File: config.mk
export PLATFORM = sky130hd
export DESIGN_NAME = pmc_power_mode_controller
export DESIGN_NICKNAME = d
export VERILOG_FILES = /design/src/pmc_pkg.sv /design/src/pmc_lf_prescaler.sv /design/src/pmc_power_mode_controller.sv
export SDC_FILE = /design/constraint.sdc
export NUM_CORES = 1
export LEC_CHECK = 0
export ABC_AREA = 1
export BUFFER_PORTS_ARGS = -buffer_cell sky130_fd_sc_hd__buf_2
export CAP_MARGIN = 20
export CELL_PAD_IN_SITES_DETAIL_PLACEMENT = 0
export CELL_PAD_IN_SITES_GLOBAL_PLACEMENT = 1
export CORE_MARGIN = 1.5
export CORE_UTILIZATION = 26
export CTS_CLUSTER_SIZE = 12
export DETAILED_ROUTE_END_ITERATION = 16
export PLACE_DENSITY = 0.88
export REMOVE_ABC_BUFFERS = 1
export SLEW_MARGIN = 10
export SYNTH_ARGS = -nofsm -noshare
export SYNTH_HDL_FRONTEND = slang
export SYNTH_SLANG_ARGS = --single-unit
File: constraint.sdc
create_clock -name clk_i -period 1.3 [get_ports clk_i]
set_input_delay 0.195 -clock clk_i [delete_from_list [all_inputs] [get_ports clk_i]]
set_output_delay 0.195 -clock clk_i [all_outputs]
set_load 0.01 [all_outputs]
File: src/pmc_pkg.sv
// Package for the power mode controller: register map, fields, modes, signal carriers
package pmc_pkg;

	// Wishbone word offsets (byte addresses)
	localparam logic [3:0] PMC_ADDR_PWR_CTRL_ZERO = 4'h0;
	localparam logic [3:0] PMC_ADDR_PWR_CTRL_ONE = 4'h4;
	localparam logic [3:0] PMC_ADDR_REG_CTRL = 4'h8;
	localparam logic [3:0] PMC_ADDR_CLK_CTRL = 4'hc;

	// power_control_zero fields
	localparam int PMC_BIT_IDLE = 0;
	localparam int PMC_BIT_PDOWN = 1;
	// power_control_one fields
	localparam int PMC_BIT_FASTSLP = 0;
	localparam int PMC_BIT_LOWSLP = 1;
	// regulator_control fields
	localparam int PMC_BIT_REGOFF = 0;
	localparam int PMC_BIT_VREG5_EN = 1;
	// clock control fields
	localparam int PMC_BIT_SYSTEM_CLOCK_SEL = 0;
	localparam int PMC_BIT_LFCLK_T3 = 1;
	localparam int PMC_BIT_LFCLK_T4 = 2;

	// Reset values
	localparam logic [7:0] PMC_RST_REG_CTRL = 8'h02;
	localparam logic [7:0] PMC_RST_CLK_CTRL = 8'h00;

	// Number of gated peripheral clocks
	localparam int PMC_NUM_PERIPH = 8;
	// Low-frequency oscillator prescale for timers 3 and 4
	localparam int PMC_LF_DIV = 8;
	localparam int PMC_LF_DIV_W = 3;
	localparam logic [PMC_LF_DIV_W-1:0] PMC_LF_DIV_LAST = 3'h7;

	// Controller modes
	typedef enum logic [2:0]
	{
		PMC_MODE_NORMAL = 3'b000,
		PMC_MODE_IDLE = 3'b001,
		PMC_MODE_FASTSLP = 3'b010,
		PMC_MODE_LOWSLP = 3'b011,
		PMC_MODE_STOP = 3'b100,
		PMC_MODE_SHUTDOWN = 3'b101
	} pmc_mode_t;

	// Wake sources from peripherals
	typedef struct packed
	{
		logic usb_activity;
		logic timer4_event;
		logic spi_activity;
		logic i2c_slave_activity;
		logic port_match;
		logic cmp0_level;
	} pmc_wake_t;

	// Power controls towards the analog domain
	typedef struct packed
	{
		logic core_clk_en;
		logic hfosc_a_en;
		logic hfosc_b_en;
		logic reg_low_bias;
		logic ldo_en;
		logic power_nets_en;
		logic vreg5_en;
		logic pin_hold;
	} pmc_pwr_t;

	// Wishbone request carrier
	typedef struct packed
	{
		logic cyc;
		logic stb;
		logic we;
		logic [3:0] adr;
		logic [3:0] sel;
		logic [31:0] dat;
	} pmc_wb_req_t;

endpackage : pmc_pkg

File: src/pmc_lf_prescaler.sv
// Divide-by-eight tick generator for timers clocked from the low-frequency oscillator
module pmc_lf_prescaler
	import pmc_pkg::*;
(
	input wire logic clk_i,
	input wire logic rst_i,
	input wire logic lf_tick_i,
	output logic tick_o
);

	typedef struct packed
	{
		logic [PMC_LF_DIV_W-1:0] cnt;
		logic tick;
	} pmc_pre_state_t;

	pmc_pre_state_t state_ff;
	pmc_pre_state_t nxt_state;

	// Count oscillator ticks, pulse on every eighth
	always_comb
	begin
		nxt_state = state_ff;
		nxt_state.tick = 1'b0;
		if (lf_tick_i)
		begin
			nxt_state.cnt = state_ff.cnt + 1'b1;
			nxt_state.tick = (state_ff.cnt == PMC_LF_DIV_LAST);
		end
	end

	// State register
	always_ff @(posedge clk_i)
	begin
		if (rst_i)
			state_ff <= '0;
		else
			state_ff <= nxt_state;
	end

	assign tick_o = state_ff.tick;

endmodule : pmc_lf_prescaler

File: src/pmc_power_mode_controller.sv
// Power mode controller: mode sequencing, clock gating, regulator control, Wishbone slave
module pmc_power_mode_controller
	import pmc_pkg::*;
(
	input wire logic clk_i,
	input wire logic rst_i,
	input wire logic wb_cyc_i,
	input wire logic wb_stb_i,
	input wire logic wb_we_i,
	input wire logic [3:0] wb_adr_i,
	input wire logic [3:0] wb_sel_i,
	input wire logic [31:0] wb_dat_i,
	output logic [31:0] wb_dat_o,
	output logic wb_ack_o,
	input wire logic irq_any_i,
	input wire pmc_wake_t wake_i,
	input wire logic reset_pin_n_i,
	input wire logic por_i,
	input wire logic other_reset_i,
	input wire logic lf_tick_i,
	input wire logic [PMC_NUM_PERIPH-1:0] periph_busy_i,
	output pmc_mode_t mode_o,
	output pmc_pwr_t pwr_o,
	output logic [PMC_NUM_PERIPH-1:0] periph_clk_en_o,
	output logic timer3_lf_tick_o,
	output logic timer4_lf_tick_o,
	output logic sysreset_req_o
);

	// All controller state in one carrier
	typedef struct packed
	{
		pmc_mode_t mode;
		logic idle_req;
		logic pdown_req;
		logic fastslp_req;
		logic lowslp_req;
		logic regoff_sel;
		logic vreg5_en;
		logic system_clock_sel;
		logic lf_t3;
		logic lf_t4;
		logic cmp0_prev;
		logic ack;
		logic [31:0] rdat;
		pmc_pwr_t pwr;
		logic [PMC_NUM_PERIPH-1:0] clk_en;
		logic reset_req;
	} pmc_state_t;

	pmc_state_t state_ff;
	pmc_state_t nxt_state;

	logic lf_div_tick;
	logic wb_access;
	logic wb_write;
	logic sleep_wake;
	logic cmp0_fall;
	logic stop_exit;
	logic shutdown_exit;
	logic [7:0] wdata;

	// Divided slow-oscillator tick for timers 3 and 4
	pmc_lf_prescaler u_lf_prescaler
	(
		.clk_i(clk_i),
		.rst_i(rst_i),
		.lf_tick_i(lf_tick_i),
		.tick_o(lf_div_tick)
	);

	// Bus decode and wake event terms
	assign wb_access = wb_cyc_i & wb_stb_i & ~state_ff.ack;
	assign wb_write = wb_access & wb_we_i & wb_sel_i[0];
	assign wdata = wb_dat_i[7:0];
	assign cmp0_fall = state_ff.cmp0_prev & ~wake_i.cmp0_level;
	assign sleep_wake = wake_i.usb_activity | wake_i.timer4_event | wake_i.spi_activity
		| wake_i.i2c_slave_activity | wake_i.port_match | cmp0_fall;
	assign stop_exit = ~reset_pin_n_i | por_i | other_reset_i;
	assign shutdown_exit = ~reset_pin_n_i | por_i;

	// Next-state logic
	always_comb
	begin
		nxt_state = state_ff;
		nxt_state.ack = wb_access;
		nxt_state.cmp0_prev = wake_i.cmp0_level;
		nxt_state.reset_req = 1'b0;

		// Register reads
		if (wb_access && !wb_we_i)
		begin
			case (wb_adr_i)
				PMC_ADDR_PWR_CTRL_ZERO:
					nxt_state.rdat = {30'h0, state_ff.pdown_req, state_ff.idle_req};
				PMC_ADDR_PWR_CTRL_ONE:
					nxt_state.rdat = {30'h0, state_ff.lowslp_req, state_ff.fastslp_req};
				PMC_ADDR_REG_CTRL:
					nxt_state.rdat = {30'h0, state_ff.vreg5_en, state_ff.regoff_sel};
				PMC_ADDR_CLK_CTRL:
					nxt_state.rdat = {29'h0, state_ff.lf_t4, state_ff.lf_t3, state_ff.system_clock_sel};
				default:
					nxt_state.rdat = 32'h0;
			endcase
		end

		// Register writes (only taken while running in normal mode)
		if (wb_write && state_ff.mode == PMC_MODE_NORMAL)
		begin
			case (wb_adr_i)
				PMC_ADDR_PWR_CTRL_ZERO:
				begin
					nxt_state.idle_req = wdata[PMC_BIT_IDLE];
					nxt_state.pdown_req = wdata[PMC_BIT_PDOWN];
				end
				PMC_ADDR_PWR_CTRL_ONE:
				begin
					nxt_state.fastslp_req = wdata[PMC_BIT_FASTSLP];
					nxt_state.lowslp_req = wdata[PMC_BIT_LOWSLP];
				end
				PMC_ADDR_REG_CTRL:
				begin
					nxt_state.regoff_sel = wdata[PMC_BIT_REGOFF];
					nxt_state.vreg5_en = wdata[PMC_BIT_VREG5_EN];
				end
				PMC_ADDR_CLK_CTRL:
				begin
					nxt_state.system_clock_sel = wdata[PMC_BIT_SYSTEM_CLOCK_SEL];
					nxt_state.lf_t3 = wdata[PMC_BIT_LFCLK_T3];
					nxt_state.lf_t4 = wdata[PMC_BIT_LFCLK_T4];
				end
				default:
				begin
				end
			endcase
		end

		// Mode sequencing
		case (state_ff.mode)
			PMC_MODE_NORMAL:
			begin
				// Power-down wins over sleep, sleep over idle
				if (state_ff.pdown_req)
					nxt_state.mode = state_ff.regoff_sel ? PMC_MODE_SHUTDOWN : PMC_MODE_STOP;
				else if (state_ff.lowslp_req)
					nxt_state.mode = PMC_MODE_LOWSLP;
				else if (state_ff.fastslp_req)
					nxt_state.mode = PMC_MODE_FASTSLP;
				else if (state_ff.idle_req)
					nxt_state.mode = PMC_MODE_IDLE;
			end
			PMC_MODE_IDLE:
			begin
				if (irq_any_i)
				begin
					nxt_state.mode = PMC_MODE_NORMAL;
					nxt_state.idle_req = 1'b0;
				end
			end
			PMC_MODE_FASTSLP, PMC_MODE_LOWSLP:
			begin
				if (sleep_wake)
				begin
					nxt_state.mode = PMC_MODE_NORMAL;
					nxt_state.fastslp_req = 1'b0;
					nxt_state.lowslp_req = 1'b0;
				end
			end
			PMC_MODE_STOP:
			begin
				if (stop_exit)
				begin
					nxt_state.mode = PMC_MODE_NORMAL;
					nxt_state.reset_req = 1'b1;
				end
			end
			PMC_MODE_SHUTDOWN:
			begin
				if (shutdown_exit)
				begin
					nxt_state.mode = PMC_MODE_NORMAL;
					nxt_state.reset_req = 1'b1;
				end
			end
			default:
				nxt_state.mode = PMC_MODE_NORMAL;
		endcase

		// A reset out of power-down returns control state to defaults
		if (nxt_state.reset_req)
		begin
			nxt_state.idle_req = 1'b0;
			nxt_state.pdown_req = 1'b0;
			nxt_state.fastslp_req = 1'b0;
			nxt_state.lowslp_req = 1'b0;
			nxt_state.regoff_sel = PMC_RST_REG_CTRL[PMC_BIT_REGOFF];
			nxt_state.vreg5_en = PMC_RST_REG_CTRL[PMC_BIT_VREG5_EN];
			nxt_state.system_clock_sel = PMC_RST_CLK_CTRL[PMC_BIT_SYSTEM_CLOCK_SEL];
			nxt_state.lf_t3 = PMC_RST_CLK_CTRL[PMC_BIT_LFCLK_T3];
			nxt_state.lf_t4 = PMC_RST_CLK_CTRL[PMC_BIT_LFCLK_T4];
		end

		// Power controls per mode, taken from the mode about to be entered
		// 5V regulator follows its enable in every mode, power-down included
		nxt_state.pwr.vreg5_en = nxt_state.vreg5_en;
		case (nxt_state.mode)
			// Running: everything powered and clocked
			PMC_MODE_NORMAL:
			begin
				nxt_state.pwr.core_clk_en = 1'b1;
				nxt_state.pwr.hfosc_a_en = 1'b1;
				nxt_state.pwr.hfosc_b_en = 1'b1;
				nxt_state.pwr.reg_low_bias = 1'b0;
				nxt_state.pwr.ldo_en = 1'b1;
				nxt_state.pwr.power_nets_en = 1'b1;
				nxt_state.pwr.pin_hold = 1'b0;
			end
			// Core halted, peripherals keep their clocks
			PMC_MODE_IDLE:
			begin
				nxt_state.pwr.core_clk_en = 1'b0;
				nxt_state.pwr.hfosc_a_en = 1'b1;
				nxt_state.pwr.hfosc_b_en = 1'b1;
				nxt_state.pwr.reg_low_bias = 1'b0;
				nxt_state.pwr.ldo_en = 1'b1;
				nxt_state.pwr.power_nets_en = 1'b1;
				nxt_state.pwr.pin_hold = 1'b0;
			end
			// Fast-wake sleep: oscillators off, regulator at normal bias
			PMC_MODE_FASTSLP:
			begin
				nxt_state.pwr.core_clk_en = 1'b0;
				nxt_state.pwr.hfosc_a_en = 1'b0;
				nxt_state.pwr.hfosc_b_en = 1'b0;
				nxt_state.pwr.reg_low_bias = 1'b0;
				nxt_state.pwr.ldo_en = 1'b1;
				nxt_state.pwr.power_nets_en = 1'b1;
				nxt_state.pwr.pin_hold = 1'b0;
			end
			// Low-bias sleep: oscillators off, regulator in low bias
			PMC_MODE_LOWSLP:
			begin
				nxt_state.pwr.core_clk_en = 1'b0;
				nxt_state.pwr.hfosc_a_en = 1'b0;
				nxt_state.pwr.hfosc_b_en = 1'b0;
				nxt_state.pwr.reg_low_bias = 1'b1;
				nxt_state.pwr.ldo_en = 1'b1;
				nxt_state.pwr.power_nets_en = 1'b1;
				nxt_state.pwr.pin_hold = 1'b0;
			end
			// Stop: power nets down, LDO kept on, pins frozen
			PMC_MODE_STOP:
			begin
				nxt_state.pwr.core_clk_en = 1'b0;
				nxt_state.pwr.hfosc_a_en = 1'b0;
				nxt_state.pwr.hfosc_b_en = 1'b0;
				nxt_state.pwr.reg_low_bias = 1'b0;
				nxt_state.pwr.ldo_en = 1'b1;
				nxt_state.pwr.power_nets_en = 1'b0;
				nxt_state.pwr.pin_hold = 1'b1;
			end
			// Shutdown: LDO off as well, pins frozen
			PMC_MODE_SHUTDOWN:
			begin
				nxt_state.pwr.core_clk_en = 1'b0;
				nxt_state.pwr.hfosc_a_en = 1'b0;
				nxt_state.pwr.hfosc_b_en = 1'b0;
				nxt_state.pwr.reg_low_bias = 1'b0;
				nxt_state.pwr.ldo_en = 1'b0;
				nxt_state.pwr.power_nets_en = 1'b0;
				nxt_state.pwr.pin_hold = 1'b1;
			end
			// Unused codes: fall back to full power, as in normal mode
			default:
			begin
				nxt_state.pwr.core_clk_en = 1'b1;
				nxt_state.pwr.hfosc_a_en = 1'b1;
				nxt_state.pwr.hfosc_b_en = 1'b1;
				nxt_state.pwr.reg_low_bias = 1'b0;
				nxt_state.pwr.ldo_en = 1'b1;
				nxt_state.pwr.power_nets_en = 1'b1;
				nxt_state.pwr.pin_hold = 1'b0;
			end
		endcase

		// Peripheral clocks: on only while awake and in use
		if (nxt_state.mode == PMC_MODE_NORMAL || nxt_state.mode == PMC_MODE_IDLE)
			nxt_state.clk_en = periph_busy_i;
		else
			nxt_state.clk_en = '0;
	end

	// State register
	always_ff @(posedge clk_i)
	begin
		if (rst_i)
		begin
			state_ff <= '0;
			state_ff.mode <= PMC_MODE_NORMAL;
			state_ff.regoff_sel <= PMC_RST_REG_CTRL[PMC_BIT_REGOFF];
			state_ff.vreg5_en <= PMC_RST_REG_CTRL[PMC_BIT_VREG5_EN];
			state_ff.cmp0_prev <= 1'b1;
			state_ff.pwr <= '{1'b1, 1'b1, 1'b1, 1'b0, 1'b1, 1'b1, 1'b1, 1'b0};
		end
		else
			state_ff <= nxt_state;
	end

	// Outputs
	assign wb_ack_o = state_ff.ack;
	assign wb_dat_o = state_ff.rdat;
	assign mode_o = state_ff.mode;
	assign pwr_o = state_ff.pwr;
	assign periph_clk_en_o = state_ff.clk_en;
	assign sysreset_req_o = state_ff.reset_req;
	// Slow tick runs in active and sleep modes only
	assign timer3_lf_tick_o = lf_div_tick & state_ff.lf_t3 & state_ff.pwr.power_nets_en;
	assign timer4_lf_tick_o = lf_div_tick & state_ff.lf_t4 & state_ff.pwr.power_nets_en;

endmodule : pmc_power_mode_controller

* Word-level counts from Yosys, hierarchy flattened
Index checks and enable logic that the tools add are counted.
** Storage, ports and cells
- Register bits after elaboration :: 66
- Bits in latches :: 0
- RAM bits :: 0
- Bits in read-only memories :: 0
- Output and inout bits :: 55
- Word-level logic and storage cells :: 99
- Memories kept :: 0
** Operators by class
- $add $sub $neg :: 1
- $mul :: 0
- Div/mod/pow operators :: 0
- $lt $le $gt $ge :: 0
- Equality and inequality tests :: 14
- Shift-type cells :: 0
- Muxes and demuxes :: 24
- Bitwise operators :: 21
- Reductions and logical operators :: 15
** Operators by type and width (number)
- case mux 6 bit (5 select lines) :: 1
- two-way mux 3 bit :: 8
- == test 3 bit (second input constant) :: 5
- case mux 3 bit (5 select lines) :: 1
- == test 3 x 2 -> 1 bit (second input constant) :: 4
- case mux 3 bit (4 select lines) :: 1
- two-way mux 2 bit :: 5
- OR reduction 2 bit :: 5
- bitwise AND 1 bit :: 9
- two-way mux 9 bit :: 1
- == test 4 bit (second input constant) :: 2
- OR 1 bit :: 7
- == test 3 x 1 -> 1 bit (second input constant) :: 2
- zero test 3 bit :: 2
- AND reduction 2 bit :: 3
- two-way mux 1 bit :: 5
- NOT 1 bit :: 5
- == test 4 x 3 -> 1 bit (second input constant) :: 1
- zero test 4 bit :: 1
- two-way mux 4 bit :: 1
- adder 3 x 1 -> 3 bit (second input constant) :: 1
- logical AND 1 bit :: 2
- case mux 1 bit (2 select lines) :: 1
- zero test 1 bit :: 1
- logical OR 1 bit :: 1

* Logic depth before layout (Yosys ltp)
Gate-level depths: netlist of run 1.
- Depth in word-level cells :: 12
- Depth in mapped cells :: 8
- Gate-level depth less buffers :: 8

* Modules after synthesis
A second synthesis of run 1 with hierarchy kept.
** Unflattened totals
- Cell total of the unflattened synthesis :: 295
- Area, all modules :: 2077.0 µm²
** Modules (own cells, without submodules)
- pmc_power_mode_controller :: times used 1, cells each 272, area each 1908.1 µm², seq. area each 640.6 µm²
- pmc_lf_prescaler :: times used 1, cells each 23, area each 168.9 µm², seq. area each 80.1 µm²

* Least setup slack after synthesis of run 1
No wires, ideal clock.
- Path type :: reg-to-reg
- Start point :: reg state_ff, in the netlist wb_ack_o
- End point :: reg state_ff[59] (netlist name)
- Data arrival time :: 1.111 ns
- Setup slack :: 0.072 ns
- Stages on the path, launching flop included :: 7
- Buffers on the path :: 0
- Cell sequence :: dfxtp_1 > inv_1 > nand3_2 > nor3_4 > nand2_2 > o21ai_0 > nor2_1
** Between the ends
- Word-level cells in the longest chain between the ends :: 8
** Ends and longest elaborated chain
- start, declared :: line pmc_power_mode_controller.sv:51 : pmc_state_t state_ff;
- start signal, assigned :: line pmc_power_mode_controller.sv:306 : state_ff <= nxt_state;
- NOT 1 bit * :: line pmc_power_mode_controller.sv:73 : assign wb_access = wb_cyc_i & wb_stb_i & ~state_ff.ack;
- bitwise AND 1 bit * :: line pmc_power_mode_controller.sv:73
- bitwise AND 1 bit * (2 in series) :: line pmc_power_mode_controller.sv:74 : assign wb_write = wb_access & wb_we_i & wb_sel_i[0];
- logical AND 1 bit * :: line pmc_power_mode_controller.sv:108 : if (wb_write && state_ff.mode == PMC_MODE_NORMAL)
- two-way mux 9 bit * :: line pmc_power_mode_controller.sv:108
- two-way mux 4 bit :: line pmc_power_mode_controller.sv:154 : if (irq_any_i)
- two-way mux 1 bit * :: line pmc_power_mode_controller.sv:139 : case (state_ff.mode)
Every way passes the cells marked *; elsewhere a longest branch is shown, timed or not. The select of a mux whose other input is x is not followed.
A chain may end at the register's enable or synchronous reset.

* Worst setup path in the final report of run 1
- Start point :: reg state_ff, in the netlist mode_o[0]
- End point :: reg state_ff[55] (netlist name)
** Between the ends
- Word-level cells in the longest chain between the ends :: 3
** Ends and longest elaborated chain (line)
- == test 3 bit / zero test 3 bit (equally long branches) :: pmc_power_mode_controller.sv:139, pmc_power_mode_controller.sv:108
- case mux 1 bit (2 select lines) / logical AND 1 bit (equally long branches) :: pmc_power_mode_controller.sv:139, pmc_power_mode_controller.sv:108
- OR reduction 2 bit (no source line) / AND reduction 2 bit (equally long branches)
Parallel ways exist; a longest one is shown, timed or not.

==> impl_metrics.json, run 1 <==
{
  "outcome": "finished clean",
  "grt_start_max_net_pins": 13,
  "setup_tns_ps": 0,
  "cts.hold.buffers_added": 0,
  "power.leakage_uw": 0.00123,
  "synth_cell_types": 29,
  "startpoint_type": "flip-flop",
  "cts_tree": "yes",
  "peakVddDrop_mv": 0.600,
  "finalCriticalPeriod_ps": 1240,
  "setup_viol": 0,
  "ys_top_cells_by_area": "dfxtp_1, buf_4, nor2_1",
  "fp-row-count": 31,
  "vias": 1639,
  "cts.sinks": 36,
  "grt_setup_unrepaired": "true",
  "drt_wl_total_mm": 4.12,
  "fin_nets": 388,
  "ant_nets": 0,
  "clock_skew_ps": 7.73,
  "synth_edf_count": 0,
  "synth_warnings": 0,
  "grt_pass1_wl_mm": 6.71,
  "clk_pin_slew_ps": 70,
  "crit_required_ps": 1470,
  "io_buffers": 57,
  "synth_top_area_share_pct": 36.3,
  "crit_fanout": 8,
  "worst_slack_ps": 58.5,
  "track_usage_pct": 10.1,
  "hold_path_class": "input port to flip-flop",
  "antenna_cells": 0,
  "htree_levels": 2,
  "power.density_nw_per_um2": 993,
  "synth-seq-cells": 36,
  "cts.path.max_buffers": 2,
  "maxCapViolations": 0,
  "crit_type": "flip-flop to flip-flop",
  "final_layout_size_suffix_gt1_share_pct": 32.6,
  "synthArstFlopShare_pct": 0,
  "clock-root-buffer": "clkbuf_8",
  "synthDominantAreaCellType": "dfxtp_1",
  "place_hpwl_mm": 3.24,
  "worstSetupEndpointType": "flip-flop",
  "die_h_um": 90.3,
  "dieArea_sq_um": 8160,
  "synthCells": 270,
  "period_share_pct": 95.5,
  "grt_pass1_vias": 1490,
  "timing.hold.ws_ps": 109,
  "fmax_mhz": 805,
  "wl_per_cell_um": 9.79,
  "avgSynthCellArea_sq_um": 7.35,
  "pre_cts_ws_ps": -45.6,
  "routabilityCongestion": 0.808,
  "syn-cell-area_sq_um": 1980,
  "first_iter_violations": 40,
  "antenna_found_initial": 0,
  "start_util_pct": 27.1,
  "die_w_um": 90.3,
  "crit_arrival_ps": 1420,
  "grt_overflow": 0,
  "num_io_pins": 119,
  "viasPerCell": 3.89,
  "clk_latency_ps": 280,
  "area_delta_synth_final_pct": 17.2,
  "hold_violations": 0,
  "ys_seq_area_share_pct": 36.3,
  "synth_flop_cell": "dfxtp_1",
  "core_region_area_sq_um": 7330,
  "drv_slew": 0,
  "remaining_drc_errors": 0,
  "cts_buffers": 5,
  "firstDrtPassIters": 4
}
-- state kept, by name, indices dropped and copies added, names as in the netlist --
| register | flops |
|---|---|
| state_ff | 9 |
| periph_clk_en_o | 8 |
| pwr_o | 7 |
| mode_o | 3 |
| u_lf_prescaler.state_ff | 3 |
| wb_dat_o | 3 |
| sysreset_req_o | 1 |
| u_lf_prescaler.tick_o | 1 |
| wb_ack_o | 1 |
-- routing by layer --
metal  vias to the layer above  GRT usage (%)  share of wire, %
met2                        68           17.4                49
met4                         0           1.98              0.29
met3                         4           2.61               5.6
met5                         -              0                 0
li1                        867              -                 -
met1                       700           12.8                45
-- path summary, 6_finish.rpt --
path                             startpoint            to  slack, ps  depth (start not counted)
worst max register to register    mode_o[0]  state_ff[55]         60                          7
worst max-delay path              mode_o[0]  state_ff[55]         60                          7
worst min register to register  wb_dat_o[0]   wb_dat_o[0]        460                          2
worst min-delay path              wake_i[0]  state_ff[50]        110                          2
-- timing repair --
item | in CTS | in global routing
cloned | 0 | 0
pin swaps | 0 | 3
endpoints found under the setup margin | 11 | 26
resized for setup | 2 | 20
setup buffers | 0 | 1
-- placed cells by master (no fill, tap or decap), types with 3 or more instances in the layout --
cell type / Yosys / routed
a21oi_1: 7 / 7
buf_2: 0 / 57
buf_4: 51 / 11
clkbuf_8: 0 / 5
conb_1: 1 / 29
dfxtp_1: 36 / 31
dfxtp_2: 0 / 4
inv_1: 33 / 32
nand2_1: 30 / 29
nand3_1: 9 / 9
nand4_1: 9 / 9
nor2_1: 47 / 44
nor2_2: 1 / 4
nor2_4: 3 / 3
o21ai_0: 15 / 11
o21ai_1: 7 / 9
-- worst max-delay path, cell delays in order (launching register included) --
cell     delay [ps]
dfxtp_2         360
inv_2            80
nand3_4         100
nor3_4          190
buf_6           160
nand2_2          60
o21ai_2         130
nor2_1           40
-- cells in the mapped netlist, types with 2 or more instances --
cell type / count
nand3_1: 9
dfxtp_1: 36
nor2_4: 3
buf_4: 51
nand3_2: 2
a21oi_1: 7
inv_1: 33
ha_1: 2
nand2_1: 30
nand4_1: 9
o21ai_1: 7
o21ai_0: 15
nor2_1: 47
inv_2: 2
nor3_1: 3
-- final cells by class --
cell class / count / area (sq um)
fill: 813 / 5010
multi-input combinational: 172 / 857
sequential: 36 / 729
timing repair buffer: 70 / 390
inverter: 37 / 145
tap: 99 / 124
clock buffer: 6 / 72.6
clock inverter: 1 / 5.00
-- kinds of logic (layout without fill, tap and decap cells) --
family	Yosys count	in the layout	share of synthesized area (%)
and+or+nand+nor	111	111	27.2
AOI/OAI and AO/OA	29	29	7.32
other	1	29	0.189
buffers and inverters	90	114	27.3
adders and majority gates	2	2	1.26
DFF	36	36	36.3
xor gates and xnor gates	1	1	0.442
-- metrics by stage --
stage               util [%]  cells  cell area (sq um)  total power [uW]
floorplan                  -    245               1690              1420
global placement        29.9    413               2190              1570
detailed placement      29.9    413               2190              1580
CTS                     31.0    420               2280              2330
global route            31.7    421               2320              2440
finish                  31.7    421               2320              2310
-- power breakdown --
| group | switching (uW) | leakage (uW) | internal, uW |
|---|---|---|---|
| clock | 377 | 0.0000410 | 364 |
| combinational | 241 | 0.000889 | 147 |
| sequential | 25.2 | 0.000297 | 1150 |
| total | 644 | 0.00123 | 1660 |
No activity file was read; power rests on OpenSTA's default activity.
==> inputs of run 2 (changes only) <==
--- a/config.mk
+++ b/config.mk
@@ -6,15 +6,15 @@
 export NUM_CORES = 1
 export LEC_CHECK = 0
 export ABC_AREA = 1
-export BUFFER_PORTS_ARGS = -buffer_cell sky130_fd_sc_hd__buf_2
 export CAP_MARGIN = 20
 export CELL_PAD_IN_SITES_DETAIL_PLACEMENT = 0
 export CELL_PAD_IN_SITES_GLOBAL_PLACEMENT = 1
 export CORE_MARGIN = 1.5
-export CORE_UTILIZATION = 26
+export CORE_UTILIZATION = 38
 export CTS_CLUSTER_SIZE = 12
 export DETAILED_ROUTE_END_ITERATION = 16
-export PLACE_DENSITY = 0.88
+export DONT_BUFFER_PORTS = 1
+export PLACE_DENSITY = 0.87
 export REMOVE_ABC_BUFFERS = 1
 export SLEW_MARGIN = 10
 export SYNTH_ARGS = -nofsm -noshare
==> run 2 against run 1 <==
Against the previous run:
- global-route usage grew 3.6 points
- clock skew grew 0.80 ps
- clock power grew 33%
- die area shrank 31%
- final cell count shrank 19%
- critical endpoint is now pwr_o[7]
- largest cell class unchanged
==> impl_metrics.json, run 2 (synthesis gave the netlist of run 1 again) <==
{
  "largest_register_ffs": 9,
  "io_buffers": 0,
  "crit_required_ps": 1530,
  "drv_slew": 0,
  "num_io_pins": 119,
  "power.leakage_uw": 0.00102,
  "cts.sinks": 36,
  "clk_latency_ps": 290,
  "crit_type": "flip-flop to flip-flop",
  "core_region_area_sq_um": 5070,
  "fillers": 546,
  "firstDrtPassIters": 4,
  "dieArea_sq_um": 5660,
  "htree_levels": 2,
  "post_dp_cell_area_sq_um": 1870,
  "remaining_drc_errors": 0,
  "internal_power_uw": 1830,
  "drt_wl_total_mm": 3.77,
  "crit_fanout": 7,
  "postLayoutCellArea_sq_um": 2100,
  "layout_common_cells": "nor2_1, inv_1, dfxtp_1",
  "ff_latch_area_sq_um": 727,
  "cts.path.max_buffers": 2,
  "hold_path_class": "input port to flip-flop",
  "final_common_cell": "nor2_1",
  "final_layout_size_suffix_gt1_share_pct": 17.3,
  "worst_slack_ps": 75.4,
  "grt_start_max_net_pins": 13,
  "cts_buffers": 5,
  "hold_violations": 0,
  "fin_nets": 336,
  "vias": 1478,
  "clkPwrFrac_pct": 39.7,
  "first_iter_violations": 53,
  "die_w_um": 75.2,
  "start_util_pct": 39.1,
  "clock-root-buffer": "clkbuf_8",
  "power_frac_comb_pct": 11.8,
  "grt_setup_unrepaired": "true",
  "antenna_found_initial": 0,
  "outcome": "finished clean",
  "wl_per_cell_um": 11.0,
  "area_delta_synth_final_pct": 5.93,
  "die_h_um": 75.2,
  "crit_arrival_ps": 1460,
  "grt_pass1_vias": 1275,
  "grt_pass1_wl_mm": 5.63,
  "cts_tree": "yes",
  "place_inst": 325,
  "fmax_mhz": 817,
  "peakVddDrop_mv": 0.686,
  "ant_nets": 0,
  "finalCriticalPeriod_ps": 1220,
  "power.density_nw_per_um2": 1180,
  "antenna_cells": 0,
  "period_share_pct": 94.2,
  "routabilityCongestion": 0.857,
  "setup_viol": 0,
  "regMostFlops": "state_ff",
  "place_hpwl_mm": 2.83,
  "utilization_pct": 41.4,
  "clk_pin_slew_ps": 80,
  "startpoint_type": "flip-flop",
  "clock_skew_ps": 8.54,
  "pre_cts_ws_ps": -33.2,
  "maxCapViolations": 0,
  "multi_input_area_sq_um": 862,
  "sw_frac_of_total_pct": 26.3,
  "fp-row-count": 26,
  "worstSetupEndpointType": "flip-flop",
  "finalNonFillerCells": 341,
  "grt_overflow": 0,
  "p_sw_uw": 652,
  "seqPwrFrac_pct": 48.5,
  "viasPerCell": 4.33,
  "track_usage_pct": 13.7
}
## run 2: path summary, 6_finish.rpt
| kind | startpoint | to | slack, ps | cells after the start |
|---|---|---|---|---|
| setup / recovery | mode_o[0] | pwr_o[7] | 80 | 8 |
| setup reg to reg | mode_o[0] | pwr_o[7] | 80 | 8 |
| hold / removal | lf_tick_i | u_lf_prescaler.tick_o | 9 | 2 |
| hold reg to reg | state_ff[51] | wb_dat_o[2] | 480 | 2 |
## run 2: worst max-delay path, cell delays in order, from the launching register on
cell and delay [ps]:
dfxtp_4 380, buf_4 130, o21ai_0 140, nand2_1 80, nand2_1 100, nand2_2 80, nor2_2 130, nand3_1 80
nand2_1 60
## run 2: power by group through the flow
stage / registers, uW / logic, uW / clock network [uW]
6_report: 1200 / 293 / 985
5_1_grt: 1210 / 340 / 1050
4_1_cts: 1200 / 278 / 1020
3_5_place_dp: 1230 / 255 / 0
3_3_place_gp: 1230 / 251 / 0
2_1_floorplan: 1220 / 194 / 0
## run 2: cell type report
type | instances | area share (%)
inverter | 37 | 7.03
timing repair buffer | 18 | 7.86
tap | 70 | 4.17
clock inverter | 3 | 2.03
clock buffer | 5 | 3.28
multi-input combinational | 172 | 41.0
sequential | 36 | 34.6
## run 2: stage by stage
step / hold slack [ps] / TNS, ps / power [uW]
2_1_floorplan: 264 / 0 / 1420
3_3_place_gp: 270 / -49.5 / 1480
3_5_place_dp: 269 / -182 / 1480
4_1_cts: 0.713 / 0 / 2500
5_1_grt: 8.23 / -151 / 2600
6_report: 8.86 / 0 / 2480
## run 2: what timing repair did
action / in CTS / in global routing
cloned: 0 / 0
setup buffers: 0 / 1
setup endpoints to repair: 12 / 22
pin swaps: 0 / 6
resized for setup: 2 / 18
hold endpoints to repair: 16 / 0
hold buffers: 7 / 0
## run 2: per-layer routing
layer	wire length, um	track usage [%]	up-vias
met3	292	5.76	7
met2	1780	22.0	59
li1	-	-	767
met5	0	0	-
met4	63	5.95	0
met1	1630	16.0	645
==> inputs of run 3 (changes only) <==
--- a/config.mk
+++ b/config.mk
@@ -7,14 +7,12 @@
 export LEC_CHECK = 0
 export ABC_AREA = 1
 export CAP_MARGIN = 20
-export CELL_PAD_IN_SITES_DETAIL_PLACEMENT = 0
-export CELL_PAD_IN_SITES_GLOBAL_PLACEMENT = 1
 export CORE_MARGIN = 1.5
-export CORE_UTILIZATION = 38
+export CORE_UTILIZATION = 50
 export CTS_CLUSTER_SIZE = 12
 export DETAILED_ROUTE_END_ITERATION = 16
 export DONT_BUFFER_PORTS = 1
-export PLACE_DENSITY = 0.87
+export PLACE_DENSITY = 0.8
 export REMOVE_ABC_BUFFERS = 1
 export SLEW_MARGIN = 10
 export SYNTH_ARGS = -nofsm -noshare
==> run 3 against run 2 <==
Against the previous run:
- core utilization up 13 points
- worst hold slack worse by 3.5 ps
- sequential power is essentially flat
- sequential share of layout area up 1.3 points
- power down 0.95%
- sequential cell count is the same
- largest cell class unchanged
- design area fell by 3.0%
- clock power is 2% lower
- largest power group unchanged
- die area decreased by 23%
- global-route usage increased by 4.2 points
==> impl_metrics.json, run 3 (synthesis gave the netlist of run 1 again) <==
{
  "startpoint_type": "flip-flop",
  "drv_slew": 0,
  "vias": 1507,
  "clk_pin_slew_ps": 70,
  "first_iter_violations": 83,
  "setup_viol": 0,
  "tightest_slew_ps": 506,
  "ant_nets": 0,
  "remaining_drc_errors": 0,
  "clk_latency_ps": 290,
  "setup_tns_ps": 0,
  "clock-root-buffer": "clkbuf_8",
  "outcome": "finished clean",
  "wl_per_cell_um": 12.5,
  "htree_levels": 2,
  "utilization_pct": 54.4,
  "cp_cell_sequence": "inv_4 > nand3_4 > nor3_4 > buf_4 > nand2_4 > o21ai_1 > nor2_1",
  "grt_start_max_net_pins": 12,
  "die_h_um": 66.0,
  "grt_overflow": 0,
  "clock_skew_ps": 5.41,
  "fillers": 354,
  "crit_type": "flip-flop to flip-flop",
  "crit_arrival_ps": 1490,
  "grt_pass1_vias": 1300,
  "antenna_cells": 0,
  "fmax_mhz": 772,
  "cts.sinks": 36,
  "place_hpwl_mm": 2.86,
  "finalCriticalPeriod_ps": 1290,
  "final_common_cell": "nor2_1",
  "dieArea_sq_um": 4350,
  "power.leakage_uw": 0.00101,
  "fp-row-count": 22,
  "regMostFlops": "state_ff",
  "hold_violations": 0,
  "power.density_nw_per_um2": 1210,
  "core_region_area_sq_um": 3740,
  "timing.rr.end": "state_ff[52]",
  "viasPerCell": 4.80,
  "reg2reg_depth": 7,
  "fin_nets": 331,
  "period_share_pct": 99.6,
  "path_buf_inv": 2,
  "final_layout_size_suffix_gt1_share_pct": 18.8,
  "cts.path.max_buffers": 2,
  "cp.depth": 7,
  "worstSetupEndpointType": "flip-flop",
  "start_util_pct": 53.0,
  "io_buffers": 0,
  "track_usage_pct": 17.9,
  "routabilityCongestion": 0.827,
  "hold_path_class": "input port to flip-flop",
  "path_delay_family": "simple AND/OR/NAND/NOR gates",
  "largest_register_ffs": 9,
  "timing.hold.ws_ps": 5.32,
  "cts_buffers": 5,
  "grt_setup_unrepaired": "true",
  "cts_tree": "yes",
  "area_delta_synth_final_pct": 2.71,
  "endpoint": "state_ff[52]",
  "layout_common_cells": "nor2_1, inv_1, dfxtp_1",
  "grt_pass1_wl_mm": 5.73,
  "crit_start": "mode_o[0]",
  "drt_wl_total_mm": 3.93,
  "maxCapViolations": 0,
  "crit_fanout": 6,
  "slew_headroom_pct": 66.0,
  "r2r_slack_ps": 5,
  "cp_slowest_stage_delay_ps": 370,
  "r2r-start": "mode_o[0]",
  "cpMaxStageDelayCell": "dfxtp_4",
  "firstDrtPassIters": 4,
  "antenna_found_initial": 0,
  "num_io_pins": 119,
  "die_w_um": 66.0,
  "peakVddDrop_mv": 0.641,
  "crit_required_ps": 1490
}
==> run 3: changes by cell type in the layout (fill, tap and decap cells not counted), moves of 2 or more <==
cell / change
dfxtp_4: +2
dfxtp_2: -2
nor2_2: -2
o21ai_1: -4
nand2_1: -2
o21ai_0: +2
dlygate4sd3_1: -6
o21ai_2: +2
==> run 3: timing repair <==
action	in CTS	in global routing
endpoints found under the setup margin	6	26
hold buffers	1	0
cloned	0	0
pin swaps	0	6
resized for setup	3	24
endpoints found under the hold margin	9	0
setup buffers	0	1
==> run 3: where the power goes <==
| group | internal, uW | leakage, uW | switching [uW] |
|---|---|---|---|
| Clock | 569 | 0.0000552 | 398 |
| Combinational | 101 | 0.000662 | 186 |
| Sequential | 1150 | 0.000296 | 52.3 |
| Total | 1820 | 0.00101 | 636 |
==> run 3: per-stage QoR <==
step,power [uW],cell area [sq um],instances,setup slack [ps]
2_1_floorplan,1420,1690,245,46.3
3_3_place_gp,1470,1830,304,-1.12
3_5_place_dp,1480,1830,304,-5.29
4_1_cts,2440,1960,313,17.0
5_1_grt,2560,2040,314,-85.1
6_report,2460,2040,314,5.41
==> run 3: how the worst min path moves through the flow <==
stage | startpoint | endpoint | cells past startpoint
floorplan | rst_i | sysreset_req_o | 1
global placement | rst_i | wb_dat_o[0] | 1
detailed placement | rst_i | u_lf_prescaler.tick_o | 1
CTS | rst_i | state_ff[50] | 1
global route | periph_busy_i[5] | periph_clk_en_o[5] | 2
finish | periph_busy_i[5] | periph_clk_en_o[5] | 2
==> run 3: layout make-up <==
class / count / area, sq um / share of cell area [%]
Clock buffer: 6 / 72.6 / 3.56
Clock inverter: 2 / 35.0 / 1.72
Inverter: 37 / 150 / 7.37
Multi-Input combinational cell: 172 / 883 / 43.4
Sequential cell: 36 / 732 / 35.9
Tap cell: 48 / 60.1 / 2.95
Timing Repair Buffer: 13 / 104 / 5.10
==> run 3: routing by layer <==
metal  track usage, %  vias to the layer above  wire, um
met5                0                        -         0
met4             8.16                        0        61
met3             4.77                        8       270
met2             29.5                       70      2000
met1             21.6                      673      1600
li1                 -                      756         -
